File: src/hw/sfr_bank_regs.svh
`ifndef SFR_BANK_REGS_SVH
`define SFR_BANK_REGS_SVH
// ==========================================
// Register offsets
`define SFR_P0 8'h80
`define SFR_SP 8'h81
`define SFR_DPL 8'h82
`define SFR_DPH 8'h83
`define SFR_POWER_CONTROL 8'h87
`define SFR_TIMER_CONTROL 8'h88
`define SFR_TIMER_MODE_CONTROL 8'h89
`define SFR_TL0 8'h8a
`define SFR_TL1 8'h8b
`define SFR_TH0 8'h8c
`define SFR_TH1 8'h8d
`define SFR_P1 8'h90
`define SFR_SERIAL_CONTROL 8'h98
`define SFR_SERIAL_BUFFER 8'h99
`define SFR_P2 8'ha0
`define SFR_IE 8'ha8
`define SFR_P3 8'hb0
`define SFR_IP 8'hb8
`define SFR_TIMER2_CONTROL 8'hc8
`define SFR_TIMER2_CAPTURE_LOW 8'hca
`define SFR_TIMER2_CAPTURE_HIGH 8'hcb
`define SFR_TL2 8'hcc
`define SFR_TH2 8'hcd
`define SFR_PSW 8'hd0
`define SFR_ACC 8'he0
`define SFR_B 8'hf0
// ==========================================
// Field positions
`define PSW_CY 7
`define PSW_AC 6
`define PSW_OV 2
`define PSW_PAR 0
`define PSW_WMASK 8'hfc
`define T2_CAPSEL 0
`define T2_RUN 2
// ==========================================
// Reset values
`define SP_RESET 8'h07
`define PORT_RESET 8'hff
`define ZERO_RESET 8'h00
// ==========================================
// Timing, in oscillator periods
`define OSC_PER_CYCLE 12
`define PH_S1P2 4'h1
`define PH_S2P1 4'h2
`define PH_S4P2 4'h7
`define PH_S5P1 4'h8
`define PH_S6P2 4'hb
`endif

File: src/hw/sfr_bank_pkg.sv
package sfr_bank_pkg;
	typedef enum logic [1:0] {
		CLS_ONE = 2'h0,
		CLS_TWO = 2'h1,
		CLS_MULDIV = 2'h2,
		CLS_XMOVE = 2'h3
	} instr_cls_t;
	typedef enum logic [2:0] {
		ST_FIRST = 3'b001,
		ST_MORE = 3'b010,
		ST_XDATA = 3'b100
	} seq_state_t;
	typedef struct packed {
		logic two_byte;
		instr_cls_t cls;
	} instr_info_t;
	typedef struct packed {
		logic wr;
		logic rd;
		logic indirect;
		logic pin;
		logic [7:0] addr;
		logic [7:0] wdata;
	} sfr_req_t;
	typedef struct packed {
		logic wr;
		logic rd;
		logic [7:0] addr;
		logic wdata;
	} bit_req_t;
	typedef struct packed {
		logic wr;
		logic cy;
		logic ac;
		logic ov;
	} alu_flags_t;
endpackage

File: src/hw/sfr_bank.sv
// How it works
// (RL1) Machine cycle is six states, twelve periods
// (RL2) Each phase one period, advances every period
// (RL3) Phase clocks run at half oscillator rate
// (RL4) Strobe high S1P2-S2P1 and S4P2-S5P1
// (RL5) Opcode latched at S1P2 starts execution
// (RL6) S4 fetch: operand or discarded, no increment
// (RL7) Execution completes end of S6P2, last cycle
// (RL8) Multiply/divide four cycles, others at most two
// (RL9) Two fetches per cycle, skipped in data move
// (RL10) Stack pointer pre-increments before each store
// (RL11) Reset loads stack pointer with 07H
// (RL12) Data pointer: one 16-bit or two bytes
// (RL13) Serial buffer: write transmits, read receives
// (RL14) Trigger transition captures timer-2 count
// (RL15) Reload mode loads counter from capture pair
// (RL16) Parity flag tracks accumulator every cycle
// (RL17) Two status bits select register bank
// (RL18) Status word carry, aux, user, overflow layout
// (RL19) Listed registers reachable bytewise and bitwise
// (RL20) Timer-2 registers only on enhanced variant
// (RL21) Each timer counts in a byte pair; timers 0 and 1 here are only TL/TH latches, and only timer 2 counts
// (RL22) Four port latches in the bank
// (RL23) Registers reached only by direct addressing
// (RL24) Bit access only for addresses ending 000B
// (RL25) Unassigned addresses read zero, ignore writes
`timescale 1ns/1ps
`include "sfr_bank_regs.svh"
module sfr_bank #(
	parameter bit HAS_TIMER2 = 1'b1
) (
	input wire logic REF_CLK,
	input wire logic RST_N,
	input wire logic CLK_EN,
	input wire sfr_bank_pkg::sfr_req_t SFR_REQ,
	input wire sfr_bank_pkg::bit_req_t BIT_REQ,
	input wire sfr_bank_pkg::instr_info_t INSTR_INFO,
	input wire sfr_bank_pkg::alu_flags_t ALU_FLAGS,
	input wire logic [7:0] CODE_BYTE,
	input wire logic [31:0] PORT_PIN,
	input wire logic TIMER2_CAPTURE_TRIGGER_PIN,
	input wire logic PUSH_REQ,
	input wire logic POP_REQ,
	input wire logic DATA_POINTER_LOAD,
	input wire logic [15:0] DATA_POINTER_LOAD_VALUE,
	input wire logic DATA_POINTER_INC,
	input wire logic RX_LOAD,
	input wire logic [7:0] RX_BYTE,
	output logic [7:0] SFR_RDATA,
	output logic BIT_RDATA,
	output logic ALE,
	output logic FETCH,
	output logic PC_INC,
	output logic EXEC_DONE,
	output logic XDATA_STROBE,
	output logic [7:0] INSTR_REG,
	output logic [7:0] OPERAND,
	output logic [3:0] PHASE_COUNT,
	output logic PHASE_CLK,
	output logic [7:0] STACK_ADDR,
	output logic [15:0] DATA_POINTER,
	output logic [31:0] PORT_LATCH,
	output logic [7:0] BANK_BASE,
	output logic [15:0] TIMER0_COUNT,
	output logic [15:0] TIMER1_COUNT,
	output logic [15:0] TIMER2_COUNT,
	output logic [7:0] TX_DATA,
	output logic TX_START
);
	// ==========================================
	// Plain latch registers
	localparam int NPLAIN = 16;
	localparam int I_TIMER_CONTROL = 5;
	localparam int I_TL0 = 7;
	localparam int I_TL1 = 8;
	localparam int I_TH0 = 9;
	localparam int I_TH1 = 10;
	localparam int I_ACC = 14;
	localparam logic [7:0] PLAIN_ADDR [NPLAIN] = '{
		`SFR_P0, `SFR_P1, `SFR_P2, `SFR_P3, `SFR_POWER_CONTROL, `SFR_TIMER_CONTROL,
		`SFR_TIMER_MODE_CONTROL, `SFR_TL0, `SFR_TL1, `SFR_TH0, `SFR_TH1, `SFR_SERIAL_CONTROL,
		`SFR_IE, `SFR_IP, `SFR_ACC, `SFR_B};
	localparam logic [7:0] PLAIN_RST [NPLAIN] = '{
		`PORT_RESET, `PORT_RESET, `PORT_RESET, `PORT_RESET,
		`ZERO_RESET, `ZERO_RESET, `ZERO_RESET, `ZERO_RESET,
		`ZERO_RESET, `ZERO_RESET, `ZERO_RESET, `ZERO_RESET,
		`ZERO_RESET, `ZERO_RESET, `ZERO_RESET, `ZERO_RESET};

	logic [7:0] plain_reg [NPLAIN];
	logic [7:0] sp_reg, dpl_reg, dph_reg, psw_reg, rx_buf_reg;
	logic [7:0] timer2_control_reg, rcap_l_reg, rcap_h_reg, tl2_reg, th2_reg;
	logic [7:0] pin_s1_reg [4];
	logic [7:0] pin_s2_reg [4];
	logic [7:0] code_s1_reg, code_s2_reg;
	logic trig_s1_reg, trig_s2_reg, trig_s3_reg;
	logic [3:0] cnt_reg, cnt_next;
	logic [1:0] cyc_left_reg;
	sfr_bank_pkg::seq_state_t state_reg, state_next;
	sfr_bank_pkg::instr_info_t info_reg;

	// ==========================================
	// Address decoding
	function automatic logic is_t2(input logic [7:0] a);
		return HAS_TIMER2 && (a == `SFR_TIMER2_CONTROL || a == `SFR_TIMER2_CAPTURE_LOW ||
			a == `SFR_TIMER2_CAPTURE_HIGH || a == `SFR_TL2 || a == `SFR_TH2); // RL20
	endfunction

	function automatic logic is_mapped(input logic [7:0] a);
		logic hit;
		hit = is_t2(a) || a == `SFR_SP || a == `SFR_DPL ||
			a == `SFR_DPH || a == `SFR_PSW || a == `SFR_SERIAL_BUFFER;
		for (int i = 0; i < NPLAIN; i++) begin
			hit = hit || (a == PLAIN_ADDR[i]);
		end
		return hit;
	endfunction

	// Only the listed registers; not every 000B address is populated
	function automatic logic is_bitable(input logic [7:0] a);
		return a == `SFR_ACC || a == `SFR_B || a == `SFR_PSW ||
			a == `SFR_P0 || a == `SFR_P1 || a == `SFR_P2 ||
			a == `SFR_P3 || a == `SFR_IP || a == `SFR_IE ||
			a == `SFR_TIMER_CONTROL || a == `SFR_SERIAL_CONTROL ||
			(HAS_TIMER2 && a == `SFR_TIMER2_CONTROL); // RL19
	endfunction

	wire [7:0] psw_view = {psw_reg[7:2], 1'b0, psw_reg[`PSW_PAR]};

	// Unmapped and absent addresses fall through to zero
	function automatic logic [7:0] sfr_value(input logic [7:0] a,
		input logic pin);
		logic [7:0] v;
		v = 8'h00; // RL25
		for (int i = 0; i < NPLAIN; i++) begin
			if (a == PLAIN_ADDR[i]) begin
				v = plain_reg[i];
			end
		end
		for (int i = 0; i < 4; i++) begin
			if (pin && a == PLAIN_ADDR[i]) begin
				v = pin_s2_reg[i];
			end
		end
		if (a == `SFR_SP) v = sp_reg;
		if (a == `SFR_DPL) v = dpl_reg;
		if (a == `SFR_DPH) v = dph_reg;
		if (a == `SFR_PSW) v = psw_view;
		if (a == `SFR_SERIAL_BUFFER) v = rx_buf_reg; // RL13
		if (is_t2(a)) begin
			if (a == `SFR_TIMER2_CONTROL) v = timer2_control_reg;
			if (a == `SFR_TIMER2_CAPTURE_LOW) v = rcap_l_reg;
			if (a == `SFR_TIMER2_CAPTURE_HIGH) v = rcap_h_reg;
			if (a == `SFR_TL2) v = tl2_reg;
			if (a == `SFR_TH2) v = th2_reg;
		end
		return v;
	endfunction

	// ==========================================
	// Write path: byte writes win over bit writes
	wire byte_wr = SFR_REQ.wr && !SFR_REQ.indirect; // RL23
	wire [7:0] bit_byte = {BIT_REQ.addr[7:3], 3'b000}; // RL24
	wire [2:0] bit_pos = BIT_REQ.addr[2:0];
	wire bit_ok = BIT_REQ.addr[7] && is_bitable(bit_byte); // RL24
	// Process form: the function reads registers that are not arguments
	logic [7:0] bit_old;
	always_comb bit_old = sfr_value(bit_byte, 1'b0);
	wire [7:0] bit_merged = (bit_old & ~(8'h01 << bit_pos)) |
		({7'h00, BIT_REQ.wdata} << bit_pos);
	wire wr_en = byte_wr || (BIT_REQ.wr && bit_ok);
	wire [7:0] w_addr = byte_wr ? SFR_REQ.addr : bit_byte;
	wire [7:0] w_data = byte_wr ? SFR_REQ.wdata : bit_merged;

	function automatic logic wr_hit(input logic [7:0] a);
		return wr_en && w_addr == a && is_mapped(a); // RL25
	endfunction

	// ==========================================
	// Synchronisers for pins and code bus
	always_ff @(posedge REF_CLK or negedge RST_N) begin
		if (!RST_N) begin
			code_s1_reg <= 8'h00;
			code_s2_reg <= 8'h00;
			trig_s1_reg <= 1'b1;
			trig_s2_reg <= 1'b1;
			trig_s3_reg <= 1'b1;
		end else if (CLK_EN) begin
			code_s1_reg <= CODE_BYTE;
			code_s2_reg <= code_s1_reg;
			trig_s1_reg <= TIMER2_CAPTURE_TRIGGER_PIN;
			trig_s2_reg <= trig_s1_reg;
			trig_s3_reg <= trig_s2_reg;
		end
	end

	genvar g;
	generate
		for (g = 0; g < 4; g++) begin : g_pin
			always_ff @(posedge REF_CLK or negedge RST_N) begin
				if (!RST_N) begin
					pin_s1_reg[g] <= 8'hff;
					pin_s2_reg[g] <= 8'hff;
				end else if (CLK_EN) begin
					pin_s1_reg[g] <= PORT_PIN[g*8 +: 8];
					pin_s2_reg[g] <= pin_s1_reg[g];
				end
			end
		end
		// Ports, timer bytes, control and data registers
		for (g = 0; g < NPLAIN; g++) begin : g_plain
			always_ff @(posedge REF_CLK or negedge RST_N) begin
				if (!RST_N) begin
					plain_reg[g] <= PLAIN_RST[g]; // RL22
				end else if (CLK_EN && wr_hit(PLAIN_ADDR[g])) begin
					plain_reg[g] <= w_data; // RL19
				end
			end
		end
	endgenerate

	// ==========================================
	// Stack pointer, data pointer, status word
	always_ff @(posedge REF_CLK or negedge RST_N) begin
		if (!RST_N) begin
			sp_reg <= `SP_RESET; // RL11
			STACK_ADDR <= 8'h00;
		end else if (CLK_EN) begin
			if (wr_hit(`SFR_SP)) begin
				sp_reg <= w_data;
			end else if (PUSH_REQ) begin
				sp_reg <= sp_reg + 8'h01; // RL10
				STACK_ADDR <= sp_reg + 8'h01; // RL10
			end else if (POP_REQ) begin
				sp_reg <= sp_reg - 8'h01;
				STACK_ADDR <= sp_reg;
			end
		end
	end

	wire [15:0] data_pointer_plus = {dph_reg, dpl_reg} + 16'h0001;

	always_ff @(posedge REF_CLK or negedge RST_N) begin
		if (!RST_N) begin
			dpl_reg <= 8'h00;
			dph_reg <= 8'h00;
		end else if (CLK_EN) begin
			if (DATA_POINTER_LOAD) begin
				{dph_reg, dpl_reg} <= DATA_POINTER_LOAD_VALUE; // RL12
			end else if (DATA_POINTER_INC) begin
				{dph_reg, dpl_reg} <= data_pointer_plus; // RL12
			end else begin
				if (wr_hit(`SFR_DPL)) dpl_reg <= w_data; // RL12
				if (wr_hit(`SFR_DPH)) dph_reg <= w_data; // RL12
			end
		end
	end

	// Parity lags the accumulator by one oscillator period
	always_ff @(posedge REF_CLK or negedge RST_N) begin
		if (!RST_N) begin
			psw_reg <= 8'h00;
		end else if (CLK_EN) begin
			if (wr_hit(`SFR_PSW)) begin
				psw_reg[7:2] <= w_data[7:2]; // RL18
			end
			if (ALU_FLAGS.wr) begin
				psw_reg[`PSW_CY] <= ALU_FLAGS.cy; // RL18
				psw_reg[`PSW_AC] <= ALU_FLAGS.ac; // RL18
				psw_reg[`PSW_OV] <= ALU_FLAGS.ov; // RL18
			end
			psw_reg[`PSW_PAR] <= ^plain_reg[I_ACC]; // RL16
		end
	end

	// ==========================================
	// Serial buffer pair
	always_ff @(posedge REF_CLK or negedge RST_N) begin
		if (!RST_N) begin
			TX_DATA <= 8'h00;
			TX_START <= 1'b0;
			rx_buf_reg <= 8'h00;
		end else if (CLK_EN) begin
			TX_START <= wr_hit(`SFR_SERIAL_BUFFER); // RL13
			if (wr_hit(`SFR_SERIAL_BUFFER)) TX_DATA <= w_data; // RL13
			if (RX_LOAD) rx_buf_reg <= RX_BYTE; // RL13
		end
	end

	// ==========================================
	// Timer 2 capture and reload
	wire [15:0] t2_count = {th2_reg, tl2_reg}; // RL21
	wire t2_tick = cnt_reg == `PH_S6P2 && timer2_control_reg[`T2_RUN];
	wire t2_ovf = t2_tick && t2_count == 16'hffff;
	wire t2_cap = HAS_TIMER2 && timer2_control_reg[`T2_CAPSEL] &&
		trig_s3_reg && !trig_s2_reg;
	wire t2_reload = t2_ovf && !timer2_control_reg[`T2_CAPSEL];

	always_ff @(posedge REF_CLK or negedge RST_N) begin
		if (!RST_N) begin
			timer2_control_reg <= 8'h00;
			rcap_l_reg <= 8'h00;
			rcap_h_reg <= 8'h00;
			tl2_reg <= 8'h00;
			th2_reg <= 8'h00;
		end else if (CLK_EN) begin
			if (wr_hit(`SFR_TIMER2_CONTROL)) timer2_control_reg <= w_data;
			// Capture event wins over a same-cycle write
			if (t2_cap) begin
				{rcap_h_reg, rcap_l_reg} <= t2_count; // RL14
			end else begin
				if (wr_hit(`SFR_TIMER2_CAPTURE_LOW)) rcap_l_reg <= w_data;
				if (wr_hit(`SFR_TIMER2_CAPTURE_HIGH)) rcap_h_reg <= w_data;
			end
			if (wr_hit(`SFR_TL2) || wr_hit(`SFR_TH2)) begin
				if (wr_hit(`SFR_TL2)) tl2_reg <= w_data;
				if (wr_hit(`SFR_TH2)) th2_reg <= w_data;
			end else if (t2_reload) begin
				{th2_reg, tl2_reg} <= {rcap_h_reg, rcap_l_reg}; // RL15
			end else if (t2_tick) begin
				{th2_reg, tl2_reg} <= t2_count + 16'h0001; // RL21
			end
		end
	end

	// ==========================================
	// Read port
	always_ff @(posedge REF_CLK or negedge RST_N) begin
		if (!RST_N) begin
			SFR_RDATA <= 8'h00;
			BIT_RDATA <= 1'b0;
		end else if (CLK_EN) begin
			SFR_RDATA <= (SFR_REQ.rd && !SFR_REQ.indirect) ?
				sfr_value(SFR_REQ.addr, SFR_REQ.pin) : 8'h00; // RL23
			BIT_RDATA <= BIT_REQ.rd && bit_ok && bit_old[bit_pos]; // RL24
		end
	end

	// ==========================================
	// Machine-cycle sequencer
	wire last_phase = cnt_reg == `PH_S6P2;
	wire final_cycle = cyc_left_reg == 2'h0;
	wire first = state_reg == sfr_bank_pkg::ST_FIRST;
	wire [1:0] extra_cycles =
		INSTR_INFO.cls == sfr_bank_pkg::CLS_MULDIV ? 2'h3 : // RL8
		INSTR_INFO.cls == sfr_bank_pkg::CLS_ONE ? 2'h0 : 2'h1; // RL8
	wire in_ale = cnt_next == `PH_S1P2 || cnt_next == `PH_S2P1 ||
		cnt_next == `PH_S4P2 || cnt_next == `PH_S5P1; // RL4
	wire fetch_slot = cnt_next == `PH_S1P2 || cnt_next == `PH_S4P2;

	assign cnt_next = last_phase ? 4'h0 : cnt_reg + 4'h1; // RL2

	always_comb begin
		state_next = state_reg;
		unique case (state_reg)
			sfr_bank_pkg::ST_FIRST,
			sfr_bank_pkg::ST_MORE,
			sfr_bank_pkg::ST_XDATA: begin
				if (last_phase && final_cycle) begin
					state_next = sfr_bank_pkg::ST_FIRST;
				end else if (last_phase) begin
					state_next = info_reg.cls == sfr_bank_pkg::CLS_XMOVE ?
						sfr_bank_pkg::ST_XDATA : sfr_bank_pkg::ST_MORE;
				end
			end
			default: state_next = sfr_bank_pkg::ST_FIRST;
		endcase
	end

	always_ff @(posedge REF_CLK or negedge RST_N) begin
		if (!RST_N) begin
			cnt_reg <= 4'h0;
			PHASE_CLK <= 1'b0;
			state_reg <= sfr_bank_pkg::ST_FIRST;
			cyc_left_reg <= 2'h0;
			info_reg <= '0;
		end else if (CLK_EN) begin
			cnt_reg <= cnt_next; // RL1
			PHASE_CLK <= cnt_next[0]; // RL3
			state_reg <= state_next;
			if (first && cnt_reg == `PH_S1P2) begin
				info_reg <= INSTR_INFO;
				cyc_left_reg <= extra_cycles; // RL8
			end else if (last_phase && !final_cycle) begin
				cyc_left_reg <= cyc_left_reg - 2'h1;
			end
		end
	end

	// Strobes line up with the phase they name
	always_ff @(posedge REF_CLK or negedge RST_N) begin
		if (!RST_N) begin
			ALE <= 1'b0;
			FETCH <= 1'b0;
			PC_INC <= 1'b0;
			EXEC_DONE <= 1'b0;
			XDATA_STROBE <= 1'b0;
			INSTR_REG <= 8'h00;
			OPERAND <= 8'h00;
		end else if (CLK_EN) begin
			ALE <= in_ale; // RL4
			FETCH <= fetch_slot &&
				state_next != sfr_bank_pkg::ST_XDATA; // RL9
			PC_INC <= first && (cnt_next == `PH_S1P2 ||
				(cnt_next == `PH_S4P2 && info_reg.two_byte)); // RL6
			EXEC_DONE <= cnt_next == `PH_S6P2 && final_cycle; // RL7
			XDATA_STROBE <= state_next == sfr_bank_pkg::ST_XDATA; // RL9
			if (first && cnt_reg == `PH_S1P2) begin
				INSTR_REG <= code_s2_reg; // RL5
			end
			if (first && cnt_reg == `PH_S4P2 && info_reg.two_byte) begin
				OPERAND <= code_s2_reg; // RL6
			end
		end
	end

	assign PHASE_COUNT = cnt_reg;
	assign DATA_POINTER = {dph_reg, dpl_reg};
	assign PORT_LATCH = {plain_reg[3], plain_reg[2], plain_reg[1],
		plain_reg[0]};
	assign BANK_BASE = {3'b000, psw_reg[4:3], 3'b000}; // RL17
	assign TIMER0_COUNT = {plain_reg[I_TH0], plain_reg[I_TL0]};
	assign TIMER1_COUNT = {plain_reg[I_TH1], plain_reg[I_TL1]};
	assign TIMER2_COUNT = t2_count;
endmodule

File: config.mk
export PLATFORM = sky130hd
export DESIGN_NAME = sfr_bank
export DESIGN_NICKNAME = d
export VERILOG_FILES = /design/src/hw/sfr_bank_pkg.sv /design/src/hw/sfr_bank.sv
export VERILOG_INCLUDE_DIRS = /design/src /design/src/hw
export SDC_FILE = /design/constraint.sdc
export NUM_CORES = 1
export LEC_CHECK = 0
export BUFFER_PORTS_ARGS = -buffer_cell sky130_fd_sc_hd__buf_2
export CORE_ASPECT_RATIO = 0.5
export CORE_MARGIN = 8
export CORE_UTILIZATION = 45
export CTS_CLUSTER_DIAMETER = 40
export DETAILED_ROUTE_END_ITERATION = 8
export GPL_TIMING_DRIVEN = 0
export HOLD_SLACK_MARGIN = 0.1
export PLACE_DENSITY = 0.64
export SLEW_MARGIN = 15
export SYNTH_ARGS = -nofsm -noshare
export SYNTH_HDL_FRONTEND = slang
export SYNTH_SLANG_ARGS = --single-unit
File: constraint.sdc
create_clock -name REF_CLK -period 2.05 [get_ports REF_CLK]
set_input_delay 0.3075 -clock REF_CLK [delete_from_list [all_inputs] [get_ports REF_CLK]]
set_output_delay 0.3075 -clock REF_CLK [all_outputs]
set_load 0.1 [all_outputs]
==> results.toml <==
[setup_path]
worstPathRequired_ns = 2.54
worstSetupStartpointType = "flip-flop"
rr_worst_depth = 9
end_kind = "flip-flop"
path_max_fanout = 5
r2r_end = "TIMER1_COUNT[4]"
cp.arrival_ns = 3.09
worst-r2r-setup-slack_ns = -0.55
r2r-start = "PORT_LATCH[4]"
critPathKind = "flip-flop to flip-flop"

[yosys]
ys.flop_type = "dfrtp_1"
yosysUniqueCellTypes = 100
synth.largest_area_cell = "dfrtp_1"
ys_seq_area_frac = 0.437
ys_ff_latch = 349
postSynthCellCount = 2091
synth_area_sq_um = 20300
synth.avg_cell_area_sq_um = 9.69
synth_top_area_share = 0.304
ys_async_sr_fraction = 1.00
synth-edff-count = 0
synth.yosys.warnings = 0
synth_area_leaders = "dfrtp_1 30%, dfstp_2 13%, mux2_2 10%"

[detailed_routing]
wl_per_cell_microns = 28.7
via_per_inst = 6.32
num_vias = 20179
wl_mm = 91.6
firstDrtPassIters = 6
drtIter0Drc = 2630
antenna_left = 0
drc = 0

[final_layout]
num-nets-final = 2684
largest_reg_flops = 64
fin_cells = 3194
final_common_cell = "buf_2"
drive_gt1_frac = 0.475
layout_common_cells = "261 x buf_2, 211 x dfrtp_1, 164 x buf_4, 158 x mux2_2, 151 x nor2_1"
final_util = 0.621
syn_to_final_growth_pct = 37.2

[power]
finalPower_mw = 25.3
power-per-cell-area_nw_per_um2 = 909
irDropWorstVdd_v = 0.000847
p_leak_nw = 12.2

[sta]
hold_ws_ns = 0.101
fin_skew_ns = 0.0260
drv_slew = 0
slew_headroom = 0.382
hold_viol = 0
worstMarginPinSlew_ns = 0.927
timing.final.ws_setup_ns = -0.546
fmax_mhz = 385
rsz0062_at_grt = "yes"
final-setup-viol-count = 145
final.min_clock_period_ns = 2.60
period_share = 1.27

[hold_path]
hold_start = "DATA_POINTER_LOAD_VALUE[10]"
min_to = "dph_reg[2]"
worstHoldPathCells = 3
hp-class = "input pin to flip-flop"

[clocking]
cts_num_sinks = 349
clk_pin_slew_ns = 0.06
cts_root_buf = "clkbuf_16"
clockBufferDepth = 3
cts_buffers = 40
cts_max_level = 2
clk_latency_ns = 0.57
cts_tree = "built"

[placed_design]
dp_hpwl_mm = 65.6
port_buffers = 255
dp_cells = 2952
place.gp.congestion = 1.00

[global_routing]
grt_pass1_vias = 19370
groute.usage.overall = 0.334
grt_max_degree = 99
antenna_found_initial = 2
grt_pass1_wl_mm = 132
gr-total-overflow = 0

[die]
die_area_sq_um = 52500
die_height_microns = 166
start_util = 0.452
die_x_microns = 316
core_area_sq_um = 44800
ios = 267
num_rows = 55

[status]
status = "finished, violations left"
violations = "setup timing"

[run]
maxCapViolCount = 0
-- routing by layer --
| layer | wire (microns) | part of all wire | GRT usage | up-vias |
|---|---|---|---|---|
| li1 | - | - | - | 8571 |
| met1 | 38200 | 0.42 | 0.480 | 10075 |
| met2 | 37100 | 0.40 | 0.465 | 1298 |
| met3 | 12900 | 0.14 | 0.118 | 235 |
| met4 | 3530 | 0.038 | 0.104 | 0 |
| met5 | 0 | 0 | 0 | - |
-- per-stage QoR --
step                area (sq um)  setup WS (ns)  setup TNS, ns
global placement           22900          -7.47       -2366.65
floorplan                  20900         -0.189          -6.45
finish                     27800         -0.546         -23.74
global route               27800         -0.578         -26.80
CTS                        26800         -0.469         -17.83
detailed placement         23000          -1.94        -414.13
-- synthesized netlist by cell type (12+ instances only) --
cell / number
o22ai_1: 27
a22oi_1: 22
o221ai_1: 12
mux2_1: 20
a21oi_1: 144
nand2_1: 168
a32oi_1: 12
o211ai_1: 14
dfstp_2: 103
inv_1: 35
nand3_1: 57
clkbuf_1: 97
and2_1: 14
nand2b_1: 24
o21ai_1: 52
dfrtp_1: 246
and3_1: 21
nand4_1: 19
nor2_1: 175
mux2i_1: 37
o31ai_1: 15
nor2b_1: 24
a31oi_1: 28
buf_4: 77
mux2_2: 189
a221oi_1: 15
xnor2_1: 17
o21ai_0: 92
a211oi_1: 14
xor2_1: 16
buf_2: 34
nor3_1: 37
-- layout make-up --
class                      instances  area [sq um]
clock inverter                    18           169
sequential                       349          8950
antenna                            2          5.00
tap                              598           748
fill                            3738         17000
buffer                           209          1660
clock buffer                      56          1130
timing repair buffer             437          3250
multi-input combinational       1488         11700
inverter                          37           143
-- worst max-delay path: stages, from the launching register on --
cell and delay, ns:
dfstp_2 0.55, nor2_1 0.04, o32a_1 0.31, a221oi_2 0.32
o31ai_2 0.10, a211o_1 0.33, a311oi_4 0.33, buf_6 0.22
buf_8 0.17, mux2_4 0.15
-- logic make-up after synthesis --
kind of cell	after synthesis	share of synthesized area
AOI/OAI and AO/OA	565	0.182
xor gates and xnor gates	33	0.0143
adders and majority gates	11	0.00679
buffers and inverters	259	0.0655
DFF	349	0.437
muxes	252	0.141
other	1	0.000185
and+or+nand+nor	621	0.153
-- report_power, final --
group / total, mW / switching [mW] / internal, mW
Sequential: 9.53 / 1.39 / 8.14
Combinational: 8.45 / 5.84 / 2.61
Clock: 7.30 / 3.23 / 4.08
-- how the worst max path moves through the flow --
| stage | start | endpoint | slack (ns) | depth (start not counted) |
|---|---|---|---|---|
| final | PORT_LATCH[4] | TIMER1_COUNT[4] | -0.55 | 9 |
| after global routing | PORT_LATCH[4] | TIMER1_COUNT[4] | -0.58 | 9 |
| after CTS | PORT_LATCH[4] | TIMER1_COUNT[12] | -0.47 | 9 |
| after detailed placement | CLK_EN | PHASE_COUNT[3] | -1.94 | 7 |
| after global placement | RST_N | tl2_reg[5] | -7.47 | 1 |
| after floorplan | PHASE_COUNT[0] | th2_reg[2] | -0.19 | 10 |
-- timing repair --
action,CTS,global route
hold endpoints to repair,113,0
setup buffers,66,41
endpoints found under the setup margin,334,234
gates resized for setup,305,216
hold buffers,67,0
pin swaps,76,64
gates cloned,8,3
(Power assumes the default switching activity.)
